--- config.mk ---
export PLATFORM = sky130hd
export DESIGN_NAME = lcw_decoder
export DESIGN_NICKNAME = d
export VERILOG_FILES = /design/src/design/lcw_pkg.sv /design/src/design/lcw_col_ptr.sv /design/src/design/lcw_decoder.sv
export SDC_FILE = /design/constraint.sdc
export NUM_CORES = 1
export LEC_CHECK = 0
export ABC_AREA = 1
export ABC_CLOCK_PERIOD_IN_PS = 3100
export BUFFER_PORTS_ARGS = -buffer_cell sky130_fd_sc_hd__buf_2
export CORE_UTILIZATION = 50
export CTS_CLUSTER_SIZE = 28
export DETAILED_ROUTE_END_ITERATION = 12
export PLACE_DENSITY = 0.73
export SETUP_SLACK_MARGIN = 0.4
export SLEW_MARGIN = 0
export SYNTH_ARGS = -nofsm -noshare
export SYNTH_HDL_FRONTEND = slang
export SYNTH_SLANG_ARGS = --single-unit
--- constraint.sdc ---
create_clock -name sys_clk -period 3.1 [get_ports sys_clk]
set_input_delay 0.465 -clock sys_clk [delete_from_list [all_inputs] [get_ports sys_clk]]
set_output_delay 0.465 -clock sys_clk [all_outputs]
set_load 0.05 [all_outputs]
--- src/design/lcw_pkg.sv ---
// constants for the lcd write command decoder
package lcw_pkg;
   localparam logic [3:0] LCW_COL_NIB_RST   = 4'h0;
   localparam logic [2:0] LCW_GAIN_RST      = 3'h4;
   localparam logic [2:0] LCW_PWR_RST       = 3'h0;
   localparam logic [5:0] LCW_START_RST     = 6'h00;
   localparam logic [5:0] LCW_CONTRAST_RST  = 6'h20;
   localparam logic [3:0] LCW_PAGE_RST      = 4'h0;
   localparam logic [7:0] LCW_COL_MAX       = 8'h83;
   localparam logic [7:0] LCW_OP_CONTRAST   = 8'h81;
   localparam logic [7:0] LCW_OP_RMW_ON     = 8'hE0;
   localparam logic [7:0] LCW_OP_RMW_OFF    = 8'hEE;
   localparam logic [7:0] LCW_OP_SOFT_RST   = 8'hE2;
   localparam int         LCW_PWR_BUF_BIT   = 0;
   localparam int         LCW_PWR_REG_BIT   = 1;
   localparam int         LCW_PWR_BOOST_BIT = 2;
   typedef enum logic [1:0] {
      LCW_OPC_IDLE,
      LCW_OPC_CONTRAST
   } lcw_opc_t;
endpackage : lcw_pkg
--- src/design/lcw_col_ptr.sv ---
// column address pointer with auto increment and rmw save/restore
`timescale 1ns/100ps
module lcw_col_ptr
   import lcw_pkg::*;
(
   // clock and reset
   input  wire logic       sys_clk,
   input  wire logic       rst_n,
   // controls
   input  wire logic       clear,
   input  wire logic       load_lo,
   input  wire logic       load_hi,
   input  wire logic [3:0] nibble,
   input  wire logic       incr,
   input  wire logic       save,
   input  wire logic       restore,
   // pointer
   output logic [7:0]      col_q
);
   logic [7:0] col_d;
   logic [7:0] saved_q;
   logic [7:0] saved_d;

   always_comb begin
      col_d   = col_q;
      saved_d = saved_q;
      if (clear) begin
         col_d   = {LCW_COL_NIB_RST, LCW_COL_NIB_RST};
         saved_d = {LCW_COL_NIB_RST, LCW_COL_NIB_RST};
      end else if (load_lo) begin
         col_d = {col_q[7:4], nibble};
      end else if (load_hi) begin
         col_d = {nibble, col_q[3:0]};
      end else if (restore) begin
         col_d = saved_q;
      end else if (incr && col_q < LCW_COL_MAX) begin
         col_d = col_q + 8'h01;
      end
      // save may share the cycle with a pointer change; only clear blocks it
      if (save && !clear) begin
         saved_d = col_q;
      end
   end

   always_ff @(posedge sys_clk or negedge rst_n) begin
      if (!rst_n) begin
         col_q   <= {LCW_COL_NIB_RST, LCW_COL_NIB_RST};
         saved_q <= {LCW_COL_NIB_RST, LCW_COL_NIB_RST};
      end else begin
         col_q   <= col_d;
         saved_q <= saved_d;
      end
   end

   a_col_saturate: assert property (@(posedge sys_clk)
      disable iff (!rst_n)
      (col_q == LCW_COL_MAX && incr && !clear && !load_lo && !load_hi
       && !restore) |=> col_q == LCW_COL_MAX)
      else $error("column pointer passed its last column");
   a_col_step: assert property (@(posedge sys_clk)
      disable iff (!rst_n)
      (col_q < LCW_COL_MAX && incr && !clear && !load_lo && !load_hi
       && !restore) |=> col_q == $past(col_q) + 8'h01)
      else $error("column pointer did not step by one");
   a_col_lo_only: assert property (@(posedge sys_clk)
      disable iff (!rst_n)
      (load_lo && !clear) |=> col_q[7:4] == $past(col_q[7:4])
      && col_q[3:0] == $past(nibble))
      else $error("lower nibble load disturbed upper nibble");
   a_col_hi_only: assert property (@(posedge sys_clk)
      disable iff (!rst_n)
      (load_hi && !clear && !load_lo) |=> col_q[3:0] == $past(col_q[3:0])
      && col_q[7:4] == $past(nibble))
      else $error("upper nibble load disturbed lower nibble");
endmodule : lcw_col_ptr

--- src/design/lcw_decoder.sv ---
// write command decoder holding the controller's control state
// Behaviour
// - low column command loads lower pointer nibble
// - high column command loads upper pointer nibble
// - three-bit regulator gain, resets to 100b
// - power bits: buffer, regulator, booster; off
// - top bits 01 load six-bit start line
// - contrast opcode then six-bit level, reset 20h
// - segment remap bit reverses column order
// - entire display bit forces all pixels on
// - display on/off bit, off after reset
// - page command loads four-bit page pointer
// - common scan direction bit, normal after reset
// - opcode E0h enters read-modify-write mode
// - opcode E2h resets all configuration state
// - opcode EEh leaves mode, restores column
// - data write, or read outside rmw mode, increments column, saturates 131
`timescale 1ns/100ps
module lcw_decoder
   import lcw_pkg::*;
(
   // clock and reset
   input  wire logic       sys_clk,
   input  wire logic       arst_n,
   // host byte strobes, already in the sys_clk domain
   input  wire logic       cmd_valid,
   input  wire logic [7:0] cmd_byte,
   input  wire logic       data_write,
   input  wire logic       data_read,
   // control state
   output logic [7:0]      column_q,
   output logic [3:0]      page_q,
   output logic [5:0]      start_line_q,
   output logic [5:0]      contrast_q,
   output logic [2:0]      reg_gain_q,
   output logic [2:0]      power_en_q,
   output logic            seg_remap_q,
   output logic            com_reverse_q,
   output logic            display_on_q,
   output logic            entire_on_q,
   output logic            inverse_q,
   output logic            rmw_mode_q
);
   logic [1:0] rst_sync_q;
   logic       rst_n;
   lcw_opc_t   opc_q;
   lcw_opc_t   opc_d;
   logic [3:0] page_d;
   logic [5:0] start_line_d;
   logic [5:0] contrast_d;
   logic [2:0] reg_gain_d;
   logic [2:0] power_en_d;
   logic       seg_remap_d;
   logic       com_reverse_d;
   logic       display_on_d;
   logic       entire_on_d;
   logic       inverse_d;
   logic       rmw_mode_d;
   logic       soft_rst;
   logic       is_cmd;
   logic       col_incr;

   // reset released through two flops so release is clean to sys_clk
   always_ff @(posedge sys_clk or negedge arst_n) begin
      if (!arst_n) begin
         rst_sync_q <= 2'h0;
      end else begin
         rst_sync_q <= {rst_sync_q[0], 1'b1};
      end
   end
   assign rst_n = rst_sync_q[1];

   // second byte of the contrast command is not an opcode
   assign is_cmd   = cmd_valid && opc_q == LCW_OPC_IDLE;
   assign soft_rst = is_cmd && cmd_byte == LCW_OP_SOFT_RST;
   // reads in rmw mode leave the pointer alone
   assign col_incr = data_write || (data_read && !rmw_mode_q);

   always_comb begin
      opc_d         = opc_q;
      page_d        = page_q;
      start_line_d  = start_line_q;
      contrast_d    = contrast_q;
      reg_gain_d    = reg_gain_q;
      power_en_d    = power_en_q;
      seg_remap_d   = seg_remap_q;
      com_reverse_d = com_reverse_q;
      display_on_d  = display_on_q;
      entire_on_d   = entire_on_q;
      inverse_d     = inverse_q;
      rmw_mode_d    = rmw_mode_q;
      case (opc_q)
         LCW_OPC_CONTRAST: begin
            if (cmd_valid) begin
               contrast_d = cmd_byte[5:0];
               opc_d      = LCW_OPC_IDLE;
            end
         end
         LCW_OPC_IDLE: begin
            if (cmd_valid) begin
               if (cmd_byte[7:6] == 2'b01) begin
                  start_line_d = cmd_byte[5:0];
               end else if (cmd_byte == LCW_OP_CONTRAST) begin
                  opc_d = LCW_OPC_CONTRAST;
               end else if (cmd_byte[7:3] == 5'b00100) begin
                  reg_gain_d = cmd_byte[2:0];
               end else if (cmd_byte[7:3] == 5'b00101) begin
                  power_en_d = cmd_byte[2:0];
               end else if (cmd_byte[7:1] == 7'b1010000) begin
                  seg_remap_d = cmd_byte[0];
               end else if (cmd_byte[7:1] == 7'b1010010) begin
                  entire_on_d = cmd_byte[0];
               end else if (cmd_byte[7:1] == 7'b1010011) begin
                  inverse_d = cmd_byte[0];
               end else if (cmd_byte[7:1] == 7'b1010111) begin
                  display_on_d = cmd_byte[0];
               end else if (cmd_byte[7:4] == 4'b1011) begin
                  page_d = cmd_byte[3:0];
               end else if (cmd_byte[7:4] == 4'b1100) begin
                  com_reverse_d = cmd_byte[3];
               end else if (cmd_byte == LCW_OP_RMW_ON) begin
                  rmw_mode_d = 1'b1;
               end else if (cmd_byte == LCW_OP_RMW_OFF) begin
                  rmw_mode_d = 1'b0;
               end
            end
         end
         default: begin
            opc_d = LCW_OPC_IDLE;
         end
      endcase
      if (soft_rst) begin
         opc_d         = LCW_OPC_IDLE;
         page_d        = LCW_PAGE_RST;
         start_line_d  = LCW_START_RST;
         contrast_d    = LCW_CONTRAST_RST;
         reg_gain_d    = LCW_GAIN_RST;
         power_en_d    = LCW_PWR_RST;
         seg_remap_d   = 1'b0;
         com_reverse_d = 1'b0;
         display_on_d  = 1'b0;
         entire_on_d   = 1'b0;
         inverse_d     = 1'b0;
         rmw_mode_d    = 1'b0;
      end
   end

   always_ff @(posedge sys_clk or negedge rst_n) begin
      if (!rst_n) begin
         opc_q         <= LCW_OPC_IDLE;
         page_q        <= LCW_PAGE_RST;
         start_line_q  <= LCW_START_RST;
         contrast_q    <= LCW_CONTRAST_RST;
         reg_gain_q    <= LCW_GAIN_RST;
         power_en_q    <= LCW_PWR_RST;
         seg_remap_q   <= 1'b0;
         com_reverse_q <= 1'b0;
         display_on_q  <= 1'b0;
         entire_on_q   <= 1'b0;
         inverse_q     <= 1'b0;
         rmw_mode_q    <= 1'b0;
      end else begin
         opc_q         <= opc_d;
         page_q        <= page_d;
         start_line_q  <= start_line_d;
         contrast_q    <= contrast_d;
         reg_gain_q    <= reg_gain_d;
         power_en_q    <= power_en_d;
         seg_remap_q   <= seg_remap_d;
         com_reverse_q <= com_reverse_d;
         display_on_q  <= display_on_d;
         entire_on_q   <= entire_on_d;
         inverse_q     <= inverse_d;
         rmw_mode_q    <= rmw_mode_d;
      end
   end

   lcw_col_ptr u_col (
      .sys_clk (sys_clk),
      .rst_n   (rst_n),
      .clear   (soft_rst),
      .load_lo (is_cmd && cmd_byte[7:4] == 4'b0000),
      .load_hi (is_cmd && cmd_byte[7:4] == 4'b0001),
      .nibble  (cmd_byte[3:0]),
      .incr    (col_incr),
      .save    (is_cmd && cmd_byte == LCW_OP_RMW_ON && !rmw_mode_q),
      .restore (is_cmd && cmd_byte == LCW_OP_RMW_OFF && rmw_mode_q),
      .col_q   (column_q)
   );

   a_start_load: assert property (@(posedge sys_clk)
      disable iff (!rst_n)
      (is_cmd && cmd_byte[7:6] == 2'b01)
      |=> start_line_q == $past(cmd_byte[5:0]))
      else $error("start line not loaded");
   a_contrast_arm: assert property (@(posedge sys_clk)
      disable iff (!rst_n)
      (is_cmd && cmd_byte == LCW_OP_CONTRAST)
      |=> opc_q == LCW_OPC_CONTRAST)
      else $error("contrast opcode did not wait for its level");
   a_contrast_two: assert property (@(posedge sys_clk)
      disable iff (!rst_n)
      (opc_q == LCW_OPC_CONTRAST && cmd_valid)
      |=> contrast_q == $past(cmd_byte[5:0]) && opc_q == LCW_OPC_IDLE)
      else $error("contrast second byte not taken");
   a_gain_load: assert property (@(posedge sys_clk)
      disable iff (!rst_n)
      (is_cmd && cmd_byte[7:3] == 5'b00100)
      |=> reg_gain_q == $past(cmd_byte[2:0]))
      else $error("regulator gain not loaded");
   a_power_load: assert property (@(posedge sys_clk)
      disable iff (!rst_n)
      (is_cmd && cmd_byte[7:3] == 5'b00101)
      |=> power_en_q == $past(cmd_byte[2:0]))
      else $error("power enables not loaded");
   a_soft_reset: assert property (@(posedge sys_clk)
      disable iff (!rst_n)
      soft_rst |=> contrast_q == LCW_CONTRAST_RST && reg_gain_q == LCW_GAIN_RST
      && !display_on_q && !rmw_mode_q
      && column_q == {LCW_COL_NIB_RST, LCW_COL_NIB_RST})
      else $error("software reset left state behind");
   a_rmw_hold: assert property (@(posedge sys_clk)
      disable iff (!rst_n)
      (rmw_mode_q && data_read && !data_write && !cmd_valid)
      |=> $stable(column_q))
      else $error("column moved on read in rmw mode");
   // exit may come many accesses after entry, so check against the saved copy
   a_rmw_restore: assert property (@(posedge sys_clk)
      disable iff (!rst_n)
      (is_cmd && cmd_byte == LCW_OP_RMW_OFF && rmw_mode_q)
      |=> column_q == $past(u_col.saved_q) && !rmw_mode_q)
      else $error("column not restored on rmw exit");
   a_display_bit: assert property (@(posedge sys_clk)
      disable iff (!rst_n)
      (is_cmd && cmd_byte[7:1] == 7'b1010111)
      |=> display_on_q == $past(cmd_byte[0]))
      else $error("display on/off not taken");
endmodule : lcw_decoder

=== Yosys cells after proc, flatten, opt, wreduce, memory -nomap -nowiden ===
Cells that the tools add are included.

* Bits in registers: 48
* Input port bits: 13
* Output and inout port bits: 36
* Word-level logic and storage cells: 206

* Equality and inequality tests: 31
* Magnitude comparators: 1
* Reductions and logical operators: 46
* Muxes and demuxes: 111
* Add/subtract/negate cells: 1

{| class="wikitable"
|+ Operators with widths
! operator !! count
|-
| 1-bit 2-to-1 mux || 66
|-
| 8-bit 2-to-1 mux || 7
|-
| 4-bit 2-to-1 mux || 12
|-
| 6-bit 2-to-1 mux || 7
|-
| 3-bit 2-to-1 mux || 13
|-
| 8-bit equality test, second input constant || 4
|-
| 7-bit equality test, second input constant || 4
|-
| 2-bit nonzero test || 13
|-
| 2-bit by 1-bit inequality test with 1-bit output, second input constant || 11
|-
| 13-bit AND reduction || 1
|-
| 12-bit AND reduction || 1
|-
| 1-bit logical AND || 11
|-
| 11-bit AND reduction || 1
|-
| 5-bit by 3-bit equality test with 1-bit output, second input constant || 2
|-
| 2-bit 2-to-1 mux || 5
|-
| 10-bit AND reduction || 1
|-
| 3-bit by 2-bit inequality test with 1-bit output, second input constant || 3
|-
| 9-bit AND reduction || 1
|-
| 8-bit by 1-bit adder with 8-bit output, second input constant || 1
|-
| 4-bit equality test, second input constant || 2
|-
| 8-bit less-than comparator, second input constant || 1
|-
| 8-bit AND reduction || 1
|-
| 4-bit nonzero test || 2
|-
| 7-bit AND reduction || 1
|-
| other kinds (14) || 19
|}

=== Logic depth before layout (Yosys ltp) ===
Gate-level depths: netlist of the first run.

* Depth after elaboration: 16
* Depth in mapped cells: 11

=== Hierarchy ===
Synthesis of the first run repeated with hierarchy kept, for this count alone.

* Cells, all modules: 340
* Area total of the unflattened synthesis: 2638.8 um2

{| class="wikitable"
|+ Modules (own cells, without submodules)
! module !! area an instance (um2) !! cells an instance !! seq. area each (um2) !! times used
|-
| lcw_decoder || 1531.5 || 184 || 778.2 || 1
|-
| lcw_col_ptr || 1107.3 || 156 || 400.4 || 1
|}

=== Worst setup path after synthesis of the first run ===
No wires, ideal clock.

* Path kind: register to register
* From: register u_col.col_q[0]
* To: register u_col.col_q[3]
* Slack: 1.350 ns
* Setup time: 0.118 ns
* Required time: 2.982 ns
* Period minus slack after synthesis: 1.750 ns
* Arrival: 1.632 ns
* Cell stages (with the launch flop): 11
* Cell sequence: dfrtp_1 > ha_1 > nor2_1 > nand3_1 > nand2_1 > nand2_1 > nand2_1 > nor2_1 > nor2_4 > nand2_1 > nand2_1

* Word-level cells in the longest chain between the ends: 6
* Elaborated cells between the ends (all ways): 10
* Classes of those cells: add/sub (1); order compare (1); mux (5); reduce/logical (3)

{| class="wikitable"
|+ Ends and longest elaborated chain
! item !! line !! text
|-
| from (decl) || lcw_col_ptr.sv:18 || <nowiki>output logic [7:0] col_q</nowiki>
|-
| from (signal assigned) || lcw_col_ptr.sv:47 || <nowiki>col_q <= {LCW_COL_NIB_RST, LCW_COL_NIB_RST};</nowiki>
|-
| from (signal assigned) || lcw_col_ptr.sv:50 || <nowiki>col_q <= col_d;</nowiki>
|-
| 8-bit by 1-bit adder with 8-bit output || lcw_col_ptr.sv:37 || <nowiki>col_d = col_q + 8'h01;</nowiki>
|-
| 8-bit 2-to-1 mux || lcw_col_ptr.sv:36 || <nowiki>end else if (incr && col_q < LCW_COL_MAX) begin</nowiki>
|-
| 8-bit 2-to-1 mux || lcw_col_ptr.sv:34 || <nowiki>end else if (restore) begin</nowiki>
|-
| 8-bit 2-to-1 mux || lcw_col_ptr.sv:32 || <nowiki>end else if (load_hi) begin</nowiki>
|-
| 8-bit 2-to-1 mux || lcw_col_ptr.sv:30 || <nowiki>end else if (load_lo) begin</nowiki>
|-
| 8-bit 2-to-1 mux || lcw_col_ptr.sv:27 || <nowiki>if (clear) begin</nowiki>
|}

Parallel ways exist; a longest one is shown, timed or not. The select of a mux whose other input is x is not followed.
A chain may end at the register's enable or synchronous reset.

=== Worst setup path after layout of the first run ===
* From: input port cmd_byte[0]
* To: register u_col.col_q[7]

* Word-level cells in the longest chain between the ends: 7
* Elaborated cells between the ends (all ways): 12
* Classes of those cells: eq/ne (3); mux (4); reduce/logical (5)

{| class="wikitable"
|+ Ends and longest elaborated chain
! item !! line !! text
|-
| from (decl) || lcw_decoder.sv:27 || <nowiki>input wire logic [7:0] cmd_byte,</nowiki>
|-
| 8-bit equality test || lcw_decoder.sv:187 || <nowiki>.restore (is_cmd && cmd_byte == LCW_OP_RMW_OFF && rmw_mode_q),</nowiki>
|-
| 1-bit logical AND (2 in a row) || lcw_decoder.sv:187 ||
|-
| 8-bit 2-to-1 mux || lcw_col_ptr.sv:34 ||
|-
| 8-bit 2-to-1 mux || lcw_col_ptr.sv:32 ||
|-
| 8-bit 2-to-1 mux || lcw_col_ptr.sv:30 ||
|-
| 8-bit 2-to-1 mux || lcw_col_ptr.sv:27 ||
|}

Parallel ways exist; a longest one is shown, timed or not. The select of a mux whose other input is x is not followed.

==> results of run 1 <==
-- per-stage QoR --
step | utilization | hold WS [ps]
2_1_floorplan | - | 169
3_3_place_gp | 0.568 | 250
3_5_place_dp | 0.568 | 253
6_report | 0.588 | 362
5_1_grt | 0.588 | 380
4_1_cts | 0.588 | 363
-- worst max-delay path, cell delays in order --
cell	delay, ps
buf_2	120
inv_2	200
nand2_1	80
nor2_1	570
nand3_2	360
nand4_2	230
nand2_2	90
nand2_1	70
nand2_1	50
-- state kept, by name (all words and copies together), names as in the netlist, 2 cells and up --
register,cells
page_q,4
u_col.col_q,8
rst_sync_q,2
reg_gain_q,3
contrast_q,6
start_line_q,6
u_col.saved_q,8
power_en_q,3
-- cell families (layout without fill, tap and decap cells) --
family	count (synthesis)	after routing
XOR/XNOR	1	1
adder cells (fa/ha/maj)	1	1
AND/OR/NAND/NOR	189	189
other	1	1
flip-flops	47	47
buffers and inverters	44	92
AO/OA/AOI/OAI	51	51
-- area by class of cell --
class,count,area (sq um),area share
multi-input cells,243,1260,0.421
flip-flops and latches,47,1180,0.393
repair buffers,49,250,0.0833
inverters,35,131,0.0437
well taps,70,87.6,0.0292
clock buffers,7,86.3,0.0287
clock inverters,1,5.00,0.00167
-- cell usage after synthesis (all sizes together) --
master	n	area (sq um)
nand2	95	379
dfrtp	45	1130
nor2	43	216
inv	35	131
nand3	34	198
o21ai	25	144
a21oi	18	105
nand4	17	140
buf	8	61.3
o21bai	4	30.0
a31oi	2	12.5
dfstp	2	52.6
a21o	1	7.51
clkbuf	1	3.75
conb	1	3.75
ha	1	12.5
o22ai	1	6.26
xnor2	1	8.76
-- power by group --
part	leakage [nW]	switching [mW]	internal, mW
clock	0.0482	0.192	0.180
combinational	0.963	0.697	0.245
sequential	0.596	0.134	0.735
total	1.61	1.02	1.16
-- metal layers --
layer  global-route usage  vias up  wire, microns
li1                     -     1183              -
met1                0.337     1058           2800
met2                0.367       71           2670
met3               0.0549        7            338
met4               0.0566        0             68
met5                    0        -              0
-- final timing paths --
path,from,slack (ps),end
setup / recovery,cmd_byte[0],1050,u_col.col_q[7]
hold / removal,rst_sync_q[0],360,rst_sync_q[1]
setup reg to reg,opc_q[0],1430,u_col.col_q[7]
hold reg to reg,rst_sync_q[0],360,rst_sync_q[1]
max in group asynchronous,rst_sync_q[1],2080,u_col.col_q[7]
min in group asynchronous,rst_sync_q[1],430,contrast_q[1]
==> qor.yml, run 1 <==
initialDrtViolationCount: 185
layout_common_cells: "nand2_1, buf_2, dfrtp_1"
synth-simple-area-share: 0.354
dp_hpwl_mm: 4.35
grt_pass1_wl_mm: 9.85
period_share: 0.663
finalSetupViolCount: 0
grt.overflow.total: 0
hold_class: "register to register"
row_count: 26
worst_slack_ps: 1050
power_mw: 2.18
post_drt_via_cell_ratio: 5.13
port_buffers: 48
core_area_sq_um: 5110
drive_gt1_frac: 0.254
numCtsBuffers: 5
synth_compound_area_frac: 0.116
area_growth_pct: 13.8
grt_pass1_vias: 2100
clock-sinks: 47
post-place-ws_ps: 764
n_antenna_cell: 0
ff2ff_path_depth: 8
synth_seq_cells: 47
slew_headroom: 0.359
wirelength_mm: 5.89
cts-root-buf: "clkbuf_8"
skew_ps: 3.59
postRouteAntennaNets: 0
cts_buffer_depth: 2
cts_max_level: 2
power.leakage_nw: 1.61
hold-path-cell-count: 0
period_needed_ps: 2050
wl_per_cell_microns: 13.0
vias: 2319
status: "complete, no violations"
fin_nets: 395
route.detailed.drc: 0
powerDensity_nw_per_um2: 727
clk_pin_slew_ps: 80
grt_max_degree: 46
hold_viol_final: 0
tns_ps: 0
dieArea_sq_um: 5570
hold_buffers: 1
synth_nets: 348
mappedNetlistArea_sq_um: 2640
final_cells: 452
max-vdd-ir-drop_mv: 0.409
required_ps: 3290
yosys_warnings: 0
post-route-cell-area_sq_um: 3000
fillCellCount: 470
final_common_cell: "nand2_1"
cts_tree: "built"
dp.cells: 443
worst_pin_slew_ps: 961
io-pin-count: 49
synthCells: 334
dpl_cell_area_sq_um: 2900
cts_setup_buffers: 0
startpoint_type: "primary input"
ys_types: 32
start_util: 0.517
antenna_found_initial: 0
post_synth_xor_area_fraction: 0.00332
clkLatencyLatePin_ps: 300
post_cts_resized: 0
grt.total_usage: 0.237
synthMuxAreaShare: 0
maxSlewViolCount: 0
avgSynthCellArea_sq_um: 7.90
max_freq_mhz: 487
critPathArrivalTime_ps: 2250
synth_top_family_by_area: "simple AND/OR/NAND/NOR gates"
ys_seq_area_frac: 0.447
synthAdderAreaFrac: 0.00474
path_max_fanout: 14
fp.dieW_microns: 74.6
rsz0062_at_grt: "no"
first_pass_iters: 5
crit_type: "primary input to register"
maxCapViolations: 0
dieHeight_microns: 74.6
gp_congestion: 0.867
worst_setup_path_end_kind: "register"
(Power assumes the default switching activity.)
==> run 2, diff against run 1 <==
- ABC_CLOCK_PERIOD_IN_PS: 3100 -> 2000
- clock period: 3.1 -> 2 ns (I/O delays scaled with it)
==> run 2 against run 1 <==
  * Power rose by 59%
  * Largest cell class unchanged
  * Register-to-register slack lost 920 ps
  * Sequential power grew 54%
  * Clock power is 60% higher
  * Hold slack lost 100 ps
  * Highest routed layer unchanged
  * First-iteration DRC count increased by 50%
  * Via count up 6.4%
  * Routed wire length rose by 6.9%
  * Critical path type is now register to register
  * Clock skew grew 5.3 ps
  * Sequential cell count did not move
==> qor.yml, run 2 (synthesis gave the netlist of run 1 again) <==
status: "complete, no violations"
grt.overflow.total: 0  # unchanged
dp_hpwl_mm: 4.41  # +1.4%
worst_setup_path_end_kind: "register"
crit_type: "register to register"
multi_input_area_sq_um: 1330  # +5.4%
cp-endpoint: "u_col.col_q[7]"
worst_path_largest_cell_delay_ps: 470  # -100 ps
top_regs: "u_col.col_q (8), u_col.saved_q (8)"
dieArea_sq_um: 5570  # unchanged
worst_path_max_delay_cell: "dfrtp_2"
row_count: 26  # unchanged
grt_max_degree: 46  # unchanged
core_area_sq_um: 5110  # unchanged
switching_share: 0.478  # +0.00903
max-vdd-ir-drop_mv: 0.463  # +13%
antenna_found_initial: 0  # unchanged
post_drt_via_cell_ratio: 5.33  # +3.9%
cts_buffer_depth: 2  # unchanged
rsz0062_at_grt: "yes"
cts-root-buf: "clkbuf_8"
fillCellCount: 471  # +0.21%
powerDensity_nw_per_um2: 1100  # +52%
wl_per_cell_microns: 13.6  # +4.4%
slew_headroom: 0.623  # +0.264
required_ps: 2190  # -1100 ps
layout_common_cells: "nand2_1, buf_2, dfrtp_1"
maxCapViolations: 0  # unchanged
r2r_setup_slack_ps: 510  # -920 ps
p_int_mw: 1.81  # +56%
initialDrtViolationCount: 277  # +50%
dieHeight_microns: 74.6  # unchanged
path_cells: "nor2_8, nand4_4, inv_2, a21oi_1, nand3_1, nand2_1"
wirelength_mm: 6.29  # +6.9%
crit_start: "opc_q[0]"
max_freq_mhz: 672
postRouteAntennaNets: 0  # unchanged
cts_max_level: 2  # unchanged
power.leakage_nw: 1.65  # +2.5%
hold_viol_final: 0  # unchanged
worst_slack_ps: 512  # -533 ps
skew_ps: 8.92  # +5.33 ps
first_pass_iters: 5  # unchanged
grt_pass1_vias: 2197  # +4.6%
area_growth_pct: 19.3
fin_nets: 406  # +2.8%
startpoint_type: "register"
port_buffers: 48  # unchanged
final_common_cell: "nand2_1"
seq_power_share: 0.387  # -0.011
maxSlewViolCount: 0  # unchanged
post-place-ws_ps: 197  # -567 ps
clock-sinks: 47  # unchanged
tns_ps: 0  # unchanged
path_max_fanout: 10  # -4
power_mw: 3.47  # +59%
hold_class: "primary input to register"
p_switching_mw: 1.66  # +62%
n_antenna_cell: 0  # unchanged
fp.dieW_microns: 74.6  # unchanged
period_share: 0.744
r2r-start: "opc_q[0]"
period_needed_ps: 1490
grt_pass1_wl_mm: 10.2  # +3.4%
cts_tree: "built"
p_comb_frac: 0.442  # +0.010
gp_congestion: 0.956  # +10%
clk_pin_slew_ps: 90  # about the same
finalSetupViolCount: 0  # unchanged
io-pin-count: 49  # unchanged
worst_pin_slew_ps: 565  # -396 ps
route.detailed.drc: 0  # unchanged
start_util: 0.517  # unchanged
numCtsBuffers: 5  # unchanged
drive_gt1_frac: 0.308  # +0.0540
vias: 2468  # +6.4%
grt.total_usage: 0.243  # +0.00640
ff2ff_path_depth: 6  # -2
clkPwrFrac: 0.171  # about the same
critPathArrivalTime_ps: 1680  # -570 ps
clkLatencyLatePin_ps: 300  # about the same
seqCellArea_sq_um: 1190  # +0.53%
r2r-end: "u_col.col_q[7]"
[run 2: cell count changes in the layout (fill, tap and decap cells not counted), moves of 2 or more]
cell | previous run | this run
nand2_1 | 86 | 84
dfrtp_1 | 44 | 39
inv_6 | 0 | 2
buf_4 | 0 | 9
dfrtp_2 | 1 | 6
nand3_4 | 1 | 3
nor2_1 | 36 | 34
[run 2: power groups by stage]
stage	logic, mW	clock network, mW	registers [mW]
2_1_floorplan	0.561	0	1.93
3_3_place_gp	1.48	0	1.36
3_5_place_dp	1.49	0	1.36
4_1_cts	1.50	0.610	1.34
5_1_grt	1.68	0.650	1.38
6_report	1.53	0.594	1.34
[run 2: cell type report]
class / instances / area share
Tap cell: 70 / 0.0278
Timing Repair Buffer: 58 / 0.101
Clock buffer: 5 / 0.0219
Multi-Input combinational cell: 245 / 0.423
Sequential cell: 47 / 0.377
Inverter: 35 / 0.0425
Clock inverter: 3 / 0.00715
[run 2: worst min-delay path by stage]
stage	startpoint	end	slack, ps	depth (start not counted)
final	cmd_valid	opc_q[0]	260	2
after global routing	cmd_valid	opc_q[0]	270	2
after CTS	cmd_valid	opc_q[0]	230	2
after detailed placement	arst_n	rst_sync_q[0]	90	1
after global placement	arst_n	rst_sync_q[0]	80	1
after floorplan	arst_n	rst_sync_q[0]	4	0
[run 2: timing repair]
action / CTS / global route
setup buffers: 0 / 3
hold buffers: 1 / 0
pin swaps: 0 / 4
gates resized for setup: 4 / 10
endpoints found under the setup margin: 7 / 12
hold endpoints to repair: 2 / 0
cloned: 1 / 1
[run 2: stage by stage]
stage | area, sq um | hold slack [ps] | util | cells
after CTS | 3080 | 234 | 0.603 | 459
after global placement | 2950 | 84.8 | 0.578 | 449
after floorplan | 2640 | 4.41 | - | 334
after global routing | 3150 | 273 | 0.617 | 463
after detailed placement | 2950 | 86.0 | 0.578 | 449
final | 3150 | 258 | 0.617 | 463
[run 2: layer usage]
metal / part of all wire / vias up / wire (microns) / GRT usage
li1: - / 1212 / - / -
met1: 0.48 / 1135 / 3000 / 0.354
met2: 0.45 / 105 / 2810 / 0.369
met3: 0.065 / 16 / 407 / 0.0469
met4: 0.012 / 0 / 78 / 0.0692
met5: 0 / - / 0 / 0
[run 2: worst max-delay path: cells and delay by family, from the launching register on]
family / cells / cell delay (ps)
AND/OR/NAND/NOR: 4 / 630
buffers and inverters: 1 / 180
AO/OA/AOI/OAI: 1 / 90
flip-flops: 1 / 470
